<file path="src/hdl/vstg_params.svh">
/*
  Constants of the video sync timing generator: register offsets,
  field positions, reset values and fixed offsets of the timing fields.
  Assumes byte addresses on an 8-bit register port, 32-bit data.
*/
`ifndef VSTG_PARAMS_SVH
`define VSTG_PARAMS_SVH

// Register byte offsets
`define VSTG_A_HSYNC   8'h00
`define VSTG_A_VSYNC   8'h04
`define VSTG_A_PORCH   8'h08
`define VSTG_A_SCREEN  8'h0C
`define VSTG_A_RETRACE 8'h10
`define VSTG_A_IRQCTL  8'h14
`define VSTG_A_INIT0   8'h18
`define VSTG_A_INIT1   8'h1C
`define VSTG_A_CTABLE  8'h20
`define VSTG_A_STATUS  8'h24
`define VSTG_A_MASK    8'h28

// Field positions: low field at 0, high field at 16
`define VSTG_LO_LSB    0
`define VSTG_HI_LSB    16
`define VSTG_VRST_BIT  8
`define VSTG_M800_BIT  0
`define VSTG_CIDX_LSB  24

// Fixed offsets of the timing fields
`define VSTG_HS_EXTRA  1
`define VSTG_HBP_EXTRA 2

// Memory mode limits
`define VSTG_W640      640
`define VSTG_H640      480
`define VSTG_W800      800
`define VSTG_H800      600

// Reset values
`define VSTG_RST_TIME  12'h000
`define VSTG_RST_VRST  1'b0
`define VSTG_RST_M800  1'b0
`endif

</file>
<file path="src/hdl/vstg_pkg.sv">
/*
  Types of the video sync timing generator.
  Assumes the constants header is compiled alongside.
*/
package vstg_pkg;
  typedef struct packed {
    logic [7:0]  addr;
    logic [31:0] wdata;
    logic        wr;
    logic        rd;
  } vstg_req_t;

  typedef struct packed {
    logic        hsync;
    logic        vsync;
    logic        blank;
    logic [23:0] rgb;
  } vstg_video_t;

  typedef struct packed {
    logic        s1;
    logic        s2;
    logic        s3;
    logic [13:0] h;
    logic [13:0] v;
    logic        hsync;
    logic        vsync;
    logic        blank;
    logic [23:0] rgb;
    logic [11:0] hs_on;
    logic [11:0] hs_off;
    logic [11:0] vs_on;
    logic [11:0] vs_off;
    logic [11:0] hbp;
    logic [11:0] vbp;
    logic [11:0] wid;
    logic [11:0] hgt;
    logic [11:0] irq_line;
    logic        m800;
    logic        vrst;
    logic [1:0]  status;
    logic [1:0]  mask;
    logic [31:0] rdata;
  } vstg_state_t;
endpackage

</file>
<file path="src/hdl/vstg_top.sv">
/*
  Video sync timing generator: sync and blank from programmed sync,
  porch and screen size values, line counter readback, line interrupt
  and a color lookup table.
  Assumes dot_clock_in is a free running clock far slower than clk_in
  (at least four clk_in periods per dot clock), sampled here.
*/
`timescale 1ns/1ps
`include "vstg_params.svh"

module vstg_top
  import vstg_pkg::*;
#(
  parameter int CIDX_W = 6
) (
  input  wire logic        clk_in,
  input  wire logic        rst_in,
  input  wire logic        dot_clock_in,
  input  wire vstg_req_t   bus_in,
  input  wire logic [CIDX_W-1:0] pix_index_in,
  output logic [31:0]      rdata_out,
  output logic             irq_out,
  output vstg_video_t      video_out
);

  localparam int CW = 14;

  vstg_state_t st;
  vstg_state_t next_st;

  logic [23:0]   ctab [2**CIDX_W];
  logic          tick;
  logic          line_end;
  logic          frame_end;
  logic          hact;
  logic          vact;
  logic          ct_we;
  logic [1:0]    ev;
  logic [1:0]    w1c;
  logic [CW-1:0] h_last;
  logic [CW-1:0] v_len;
  logic [CW-1:0] h_beg;
  logic [CW-1:0] h_end;
  logic [CW-1:0] v_beg;
  logic [CW-1:0] v_end;
  logic [11:0]   act_w;
  logic [11:0]   act_h;
  logic [11:0]   lim_w;
  logic [11:0]   lim_h;
  logic [11:0]   voff;
  logic [11:0]   next_voff;
  logic [CIDX_W-1:0] ct_idx;

  // ****************************************************************
  // Derived timing limits
  // ****************************************************************

  always_comb begin
    // Line length: both sync phases, each one longer than its field
    h_last = CW'(st.hs_on) + CW'(st.hs_off)
           + CW'(2 * `VSTG_HS_EXTRA - 1);
    // Frame length in lines, no offset on either phase
    v_len  = CW'(st.vs_on) + CW'(st.vs_off);
    lim_w  = st.m800 ? 12'(`VSTG_W800) : 12'(`VSTG_W640);
    lim_h  = st.m800 ? 12'(`VSTG_H800) : 12'(`VSTG_H640);
    // Smaller sizes are taken as given, larger ones are cut to the mode
    act_w  = (st.wid > lim_w) ? lim_w : st.wid;
    act_h  = (st.hgt > lim_h) ? lim_h : st.hgt;
    h_beg  = CW'(st.hs_on) + CW'(`VSTG_HS_EXTRA)
           + CW'(st.hbp) + CW'(`VSTG_HBP_EXTRA);
    h_end  = h_beg + CW'(act_w);
    v_beg  = CW'(st.vs_on) + CW'(st.vbp);
    v_end  = v_beg + CW'(act_h);
  end

  // ****************************************************************
  // Next state
  // ****************************************************************

  always_comb begin
    next_st = st;
    // Dot clock passes two flops, the third only feeds the edge finder
    next_st.s1 = dot_clock_in;
    next_st.s2 = st.s1;
    next_st.s3 = st.s2;
    tick      = st.s2 & ~st.s3;
    line_end  = tick && (st.h >= h_last);
    frame_end = line_end && ((st.v + CW'(1)) >= v_len);

    // Software video reset also parks the raster at its origin
    if (st.vrst) begin
      next_st.h = '0;
      next_st.v = '0;
    end else if (tick) begin
      next_st.h = line_end ? '0 : st.h + CW'(1);
      if (line_end) begin
        next_st.v = frame_end ? '0 : st.v + CW'(1);
      end
    end

    next_st.hsync = next_st.h <= CW'(st.hs_on);
    next_st.vsync = next_st.v < CW'(st.vs_on);
    hact = (next_st.h >= h_beg) && (next_st.h < h_end);
    vact = (next_st.v >= v_beg) && (next_st.v < v_end);
    next_st.blank = !(hact && vact);

    // Sync-off line counter: lines since vertical sync went inactive
    voff      = (st.v >= CW'(st.vs_on)) ? 12'(st.v - CW'(st.vs_on)) : 12'h000;
    next_voff = (next_st.v >= CW'(st.vs_on))
              ? 12'(next_st.v - CW'(st.vs_on)) : 12'h000;

    ev[0] = line_end && !st.vrst && !next_st.vsync
          && (next_voff == st.irq_line);
    ev[1] = frame_end && !st.vrst;

    next_st.rgb = next_st.blank ? 24'h000000 : ctab[pix_index_in];

    // Register writes
    w1c   = 2'b00;
    ct_we = 1'b0;
    if (bus_in.wr) begin
      unique case (bus_in.addr)
        `VSTG_A_HSYNC: begin
          next_st.hs_on  = bus_in.wdata[`VSTG_LO_LSB +: 12];
          next_st.hs_off = bus_in.wdata[`VSTG_HI_LSB +: 12];
        end
        `VSTG_A_VSYNC: begin
          next_st.vs_on  = bus_in.wdata[`VSTG_LO_LSB +: 12];
          next_st.vs_off = bus_in.wdata[`VSTG_HI_LSB +: 12];
        end
        `VSTG_A_PORCH: begin
          next_st.hbp = bus_in.wdata[`VSTG_LO_LSB +: 12];
          next_st.vbp = bus_in.wdata[`VSTG_HI_LSB +: 12];
        end
        `VSTG_A_SCREEN: begin
          next_st.wid = bus_in.wdata[`VSTG_LO_LSB +: 12];
          next_st.hgt = bus_in.wdata[`VSTG_HI_LSB +: 12];
        end
        `VSTG_A_IRQCTL: begin
          next_st.irq_line = bus_in.wdata[`VSTG_HI_LSB +: 12];
        end
        `VSTG_A_INIT0: begin
          next_st.m800 = bus_in.wdata[`VSTG_M800_BIT];
        end
        `VSTG_A_INIT1: begin
          next_st.vrst = bus_in.wdata[`VSTG_VRST_BIT];
        end
        `VSTG_A_CTABLE: begin
          ct_we = !st.vrst;
        end
        `VSTG_A_STATUS: begin
          w1c = bus_in.wdata[1:0];
        end
        `VSTG_A_MASK: begin
          next_st.mask = bus_in.wdata[1:0];
        end
        default: begin
        end
      endcase
    end
    // A new event wins over a clear in the same cycle
    next_st.status = (st.status & ~w1c) | ev;

    // Register reads; unmapped offsets read zero
    next_st.rdata = 32'h00000000;
    if (bus_in.rd) begin
      unique case (bus_in.addr)
        `VSTG_A_HSYNC:   next_st.rdata = {4'h0, st.hs_off, 4'h0, st.hs_on};
        `VSTG_A_VSYNC:   next_st.rdata = {4'h0, st.vs_off, 4'h0, st.vs_on};
        `VSTG_A_PORCH:   next_st.rdata = {4'h0, st.vbp, 4'h0, st.hbp};
        `VSTG_A_SCREEN:  next_st.rdata = {4'h0, st.hgt, 4'h0, st.wid};
        `VSTG_A_RETRACE: next_st.rdata = {20'h00000, voff};
        `VSTG_A_IRQCTL:  next_st.rdata = {4'h0, st.irq_line, 16'h0000};
        `VSTG_A_INIT0:   next_st.rdata = {31'h00000000, st.m800};
        `VSTG_A_INIT1:   next_st.rdata = {23'h000000, st.vrst, 8'h00};
        `VSTG_A_STATUS:  next_st.rdata = {30'h00000000, st.status};
        `VSTG_A_MASK:    next_st.rdata = {30'h00000000, st.mask};
        default:         next_st.rdata = 32'h00000000;
      endcase
    end
  end

  // ****************************************************************
  // State register
  // ****************************************************************

  always_ff @(posedge clk_in) begin
    if (rst_in) begin
      st          <= '0;
      st.blank    <= 1'b1;
      st.hs_on    <= `VSTG_RST_TIME;
      st.hs_off   <= `VSTG_RST_TIME;
      st.vs_on    <= `VSTG_RST_TIME;
      st.vs_off   <= `VSTG_RST_TIME;
      st.vrst     <= `VSTG_RST_VRST;
      st.m800     <= `VSTG_RST_M800;
    end else begin
      st <= next_st;
    end
  end

  // Table contents are not reset; software loads them after reset
  always_ff @(posedge clk_in) begin
    if (ct_we) begin
      ctab[bus_in.wdata[`VSTG_CIDX_LSB +: CIDX_W]] <= bus_in.wdata[23:0];
    end
  end

  // ****************************************************************
  // Outputs
  // ****************************************************************

  assign rdata_out       = st.rdata;
  assign irq_out         = |(st.status & st.mask);
  assign video_out.hsync = st.hsync;
  assign video_out.vsync = st.vsync;
  assign video_out.blank = st.blank;
  assign video_out.rgb   = st.rgb;

  // Table index of the write on the bus, for the table checks
  assign ct_idx = bus_in.wdata[`VSTG_CIDX_LSB +: CIDX_W];
endmodule

</file>
<file path="config.mk">
export PLATFORM = sky130hd
export DESIGN_NAME = vstg_top
export DESIGN_NICKNAME = d
export VERILOG_FILES = /design/src/hdl/vstg_pkg.sv /design/src/hdl/vstg_top.sv
export VERILOG_INCLUDE_DIRS = /design/src /design/src/hdl
export SDC_FILE = /design/constraint.sdc
export NUM_CORES = 2
export LEC_CHECK = 0
export ABC_CLOCK_PERIOD_IN_PS = 15550
export BUFFER_PORTS_ARGS = -buffer_cell sky130_fd_sc_hd__buf_4
export CAP_MARGIN = 25
export CELL_PAD_IN_SITES_DETAIL_PLACEMENT = 0
export CELL_PAD_IN_SITES_GLOBAL_PLACEMENT = 1
export CORE_UTILIZATION = 36
export CTS_BUF_LIST = sky130_fd_sc_hd__clkbuf_4
export CTS_CLUSTER_DIAMETER = 40
export DETAILED_ROUTE_END_ITERATION = 10
export PLACE_DENSITY = 0.66
export SLEW_MARGIN = 20
export SYNTH_ARGS = -nofsm -noshare
export SYNTH_HDL_FRONTEND = slang
export SYNTH_SLANG_ARGS = --single-unit
</file>
<file path="constraint.sdc">
create_clock -name clk_in -period 15.55 [get_ports clk_in]
set_input_delay 1.555 -clock clk_in [delete_from_list [all_inputs] [get_ports clk_in]]
set_output_delay 1.555 -clock clk_in [all_outputs]
set_load 0.01 [all_outputs]
</file>
# == Yosys cells after proc, flatten, opt, wreduce, memory -nomap -nowiden ==
# Memories as Yosys holds them, arrays and structs flattened. A register that Yosys moved wholly into a read port is not among the register bits.
# Cells that the tools add are included.
# op_classes
addsub,13
multipliers,0
n_div,0
n_lt_le_gt_ge,12
eq_ne,11
n_shift,0
mux,18
bitwise_logic,8
reduce_logical,24
# op_table
cell,count
$pmux 28 s10,1
$mux 28,2
$mux 12,4
$mux 14,3
$add 12x12->13,3
$eq 8x5->1 const B,4
$add 13x12->14,2
$add 14x1->14 const B,2
$ge 14x12->1,2
$ge 14x13->1,2
$ge 14x14->1,2
$lt 14x14->1,2
$eq 8x6->1 const B,3
$gt 12x10->1,2
$sub 12x12->12,2
$eq 8x4->1 const B,2
$reduce_and 2->1,8
$add 13x1->14 const B,1
$add 14x12->14,1
$add 14x2->14 const B,1
$le 14x12->1,1
$lt 14x12->1,1
$add 12x1->13 const B,1
$eq 12x12->1,1
other kinds (14),33
# word_totals
regBits,180
latchBits,0
mem_bits_rw,1536
rom_bits,0
input_bits,51
out_inout_bits,60
mem_count,1
# memory_table
memory,words,word_bits,rd,rd_ports_with_merged_regs,wr,line,rtl
ctab,64,24,1,1,1,vstg_top.sv:31,logic [23:0] ctab [2**CIDX_W];

# == Longest topological paths before layout ==
# depth
word_depth,14
ltp_mapped,34

# == Least setup slack after synthesis ==
# Ideal clock, no wire load.
# synth_path
path_kind,register to register
startpoint,register st[134] in the netlist's numbering
endpoint,register st[34] in the netlist's numbering
setup_time_ns,0.086
arrival_time_ns,6.231
setup_slack_ns,9.233
stages_incl_launch_ff,35
path_cell_list,dfxtp_1 > inv_1 > ha_1 > fa_1 > nor2b_1 > o21ai_0 > a21boi_0 > o21ai_0 > a21oi_1 > o21ai_0 > nand2b_1 > a311o_1 > o31ai_1 > ha_1 > a211oi_1 > nand2_1 > a2111oi_2 > a21o_1 > clkbuf_1 > nand2b_1 > clkbuf_1 > o21ai_0 > nand2_1 > o31ai_1 > ha_1 > a21o_1 > or3_1 > o21a_1 > a41oi_1 > o22a_1 > and3_1 > clkbuf_1 > mux2i_1 > a31oi_1 > a211oi_1
# synth_lines
element,line,rtl
"start, declared",vstg_top.sv:28,vstg_state_t st;
"start signal, assigned",vstg_top.sv:198,st <= next_st;

==> impl_metrics.tcl <==
set metrics [dict create \
    status "finished clean" \
    combPwrFrac 0.047 \
    drt_iter0_drc 3925 \
    share_seq_of_total_power 0.545 \
    portBuffers 100 \
    first_pass_iters 6 \
    utilization 0.414 \
    power.density_nw_per_um2 111 \
    hold_depth 1 \
    die_h_um 453 \
    fmax_mhz 128 \
    slew_viol_final 0 \
    grt_max_degree 125 \
    crit_path_max_incr_delay_ns 0.70 \
    drv_cap 0 \
    cts-resized-gates 0 \
    fin_cells 7533 \
    cp_slowest_cell "o21ai_0" \
    reg2reg_from "st[111]" \
    relSlewSlack 0.285 \
    ctsHoldBuffers 0 \
    cts_buffers 441 \
    area_growth_pct 14.3 \
    finalHoldViolCount 0 \
    min_path_type "flip-flop to flip-flop" \
    clock-sinks 1732 \
    worst_ep_arrival_time_ns 9.08 \
    p_int_w 0.00721 \
    path_class "flip-flop to flip-flop" \
    place.gp.congestion 0.810 \
    cp.required_ns 16.80 \
    synth.yosys.warnings 0 \
    cp_top_family "compound AO/OA/AOI/OAI gates" \
    place_hpwl_um 122000 \
    period_needed_ns 7.83 \
    ctsLongestPathBuffers 4 \
    grt_pass1_vias 41100 \
    clockPowerShare 0.407 \
    final_layout_size_suffix_gt1_frac 0.302 \
    power.switching_w 0.00207 \
    finClkSkew_ns 0.146 \
    post_cts_buffers 0 \
    avgSynthCellArea_um2 17.7 \
    swShare 0.223 \
    layout_setup_ws_ns 7.72 \
    num_vias 40600 \
    antenna_found_initial 37 \
    cp_num_cells 28 \
    rr_endpoint "video_out[21]" \
    fp.dieArea_um2 205000 \
    synthCells 4139 \
    start_kind "flip-flop" \
    cp_max_fo 25 \
    peakVddDrop_mv 0.0672 \
    placed_cell_area_um2 77800 \
    root_buffer "clkbuf_4" \
    async_flop_share 0 \
    ys_seq_elements 1732 \
    path_clk_slew_ns 0.06 \
    cts_tree "yes" \
    min-delay-start "next_st[202]" \
    grt_usage 0.195 \
    fillers 18100 \
    ys_types 77 \
    grt_pass1_wl_um 286000 \
    die-width_um 453 \
    htree_num_levels 5 \
    viasPerCell 5.39 \
    rsz0062_at_grt "false" \
    post-place-ws_ns 7.75 \
    drc 0 \
    worst-path-buf-inv 3 \
    wl_per_cell_um 26.7 \
    synth_top_flop_cell "edfxtp_1" \
    reg2reg_setup_slack_ns 7.72 \
    io_pins 111 \
    synth_enable_flop_cells 1536 \
    synthesis.area_um2 73300 \
    fin_crit_sh 0.503 \
    tightestPinTransition_ns 1.07 \
    row_count 165 \
    tns_ns 0 \
    core_area_um2 202000 \
    crit_top_cell "o21ai_0" \
    ys_seq_area_frac 0.683 \
    ant_nets 0 \
    nNetsFinal 4796 \
    fin_area_um2 83700 \
    p_leak_nw 27.6 \
    routed_wl_um 201000 \
    min_delay_worst_endpoint "next_st[201]" \
    reg2regPathDepth 28 \
    overflow 0 \
    start_util 0.363 \
    clock_latency_ns 1.40 \
    endpoint_kind "flip-flop" \
    dp_cells 6738 \
    setup_violations 0 \
]
[synth_stat cells (4+ instances only)]
master / n / share of area
a222oi_1: 22 / 0.0030
buf_6: 4 / 0.00061
o2111ai_1: 5 / 0.00060
buf_1: 24 / 0.0012
o41ai_1: 6 / 0.00072
or2_2: 9 / 0.00077
nor4_1: 8 / 0.00068
o21ai_0: 55 / 0.0038
mux2i_1: 8 / 0.0011
a41oi_1: 4 / 0.00048
a22oi_1: 17 / 0.0017
buf_4: 65 / 0.0067
o211ai_1: 9 / 0.00092
nand3b_1: 6 / 0.00061
ha_1: 209 / 0.036
nand4_1: 25 / 0.0021
nand2_1: 312 / 0.016
o31ai_1: 4 / 0.00041
nor2_1: 173 / 0.0089
o21bai_1: 5 / 0.00051
a21o_1: 48 / 0.0049
a211o_1: 6 / 0.00072
nor3_1: 45 / 0.0031
nor2b_1: 50 / 0.0043
o21a_1: 10 / 0.0010
xor2_1: 40 / 0.0048
inv_1: 104 / 0.0053
edfxtp_1: 1536 / 0.63
fa_1: 8 / 0.0022
xnor2_1: 68 / 0.0081
a31oi_1: 19 / 0.0016
buf_2: 34 / 0.0023
nand2b_1: 27 / 0.0023
dfxtp_1: 196 / 0.054
and3_1: 11 / 0.00094
and2_1: 16 / 0.0014
a211oi_1: 13 / 0.0013
a21oi_1: 196 / 0.013
or3_1: 13 / 0.0011
nand3_1: 38 / 0.0026
clkbuf_1: 125 / 0.0064
mux4_2: 504 / 0.15
[sequential cells by signal, indices dropped and copies added, names as in the netlist]
register / flops
ctab: 1536
st: 143
video_out: 27
rdata_out: 24
next_st: 2
[cell usage in the layout, fill, tap and decap left out, drive strengths merged, types with 40 or more instances in the layout]
master  instances
ha            209
xnor2          68
clkbuf        669
dfxtp         196
mux4          504
nor2          173
nand2         312
xor2           40
buf           187
nor3           45
a21oi         197
edfxtp       1536
nor2b          50
o21ai          55
a21o           48
inv           107
clkinv         81
[power by group through the flow]
stage	Sequential (W)	Combinational, W	Clock (W)
after detailed placement	0.00516	0.000443	0
after global routing	0.00505	0.000460	0.00411
final	0.00506	0.000438	0.00378
after global placement	0.00516	0.000438	0
after CTS	0.00506	0.000444	0.00387
after floorplan	0.00516	0.000237	0
[routing by layer]
metal / up-vias / global-route usage / wire [um]
met3: 382 / 0.0452 / 16000
li1: 17600 / - / -
met5: - / 0 / 66
met4: 10 / 0.0727 / 5800
met2: 1727 / 0.319 / 98600
met1: 20800 / 0.252 / 80500
[through the flow]
step / total power (W) / hold slack (ns)
after global placement: 0.00560 / 0.423
after floorplan: 0.00540 / 0.414
after detailed placement: 0.00560 / 0.429
after global routing: 0.00962 / 0.364
after CTS: 0.00938 / 0.338
final: 0.00928 / 0.433
[area by class of cell]
cell class | instances | area (um^2) | area share
clock buffer | 668 | 5010 | 0.0599
timing repair buffer | 188 | 2340 | 0.0280
multi-input combinational | 2061 | 22100 | 0.264
inverter | 104 | 390 | 0.00466
antenna | 19 | 47.5 | 0.000568
sequential | 1732 | 50000 | 0.598
clock inverter | 89 | 429 | 0.00513
tap | 2672 | 3340 | 0.0399
[how the worst max path moves through the flow]
stage            start       endpoint  slack (ns)
6_report       st[111]  video_out[21]        7.72
5_1_grt        st[111]  video_out[21]        7.01
3_5_place_dp    st[37]  video_out[21]        7.75
3_3_place_gp   st[111]  video_out[15]        7.75
2_1_floorplan  st[134]         st[34]        9.23
4_1_cts        st[111]  video_out[21]        7.73
[logic make-up (layout without fill, tap and decap cells)]
family                   Yosys count  count (layout)  share of synthesized area
flip-flops                      1732            1732                      0.683
AND/OR/NAND/NOR                  752             752                     0.0468
multiplexers                     512             512                      0.156
AO/OA/AOI/OAI                    460             460                     0.0406
buffers and inverters            357            1049                     0.0226
adder cells (fa/ha/maj)          217             217                     0.0379
XOR/XNOR                         108             108                     0.0129
other                              1              31                  0.0000512
Note: power is estimated with default switching activity, not from simulation.
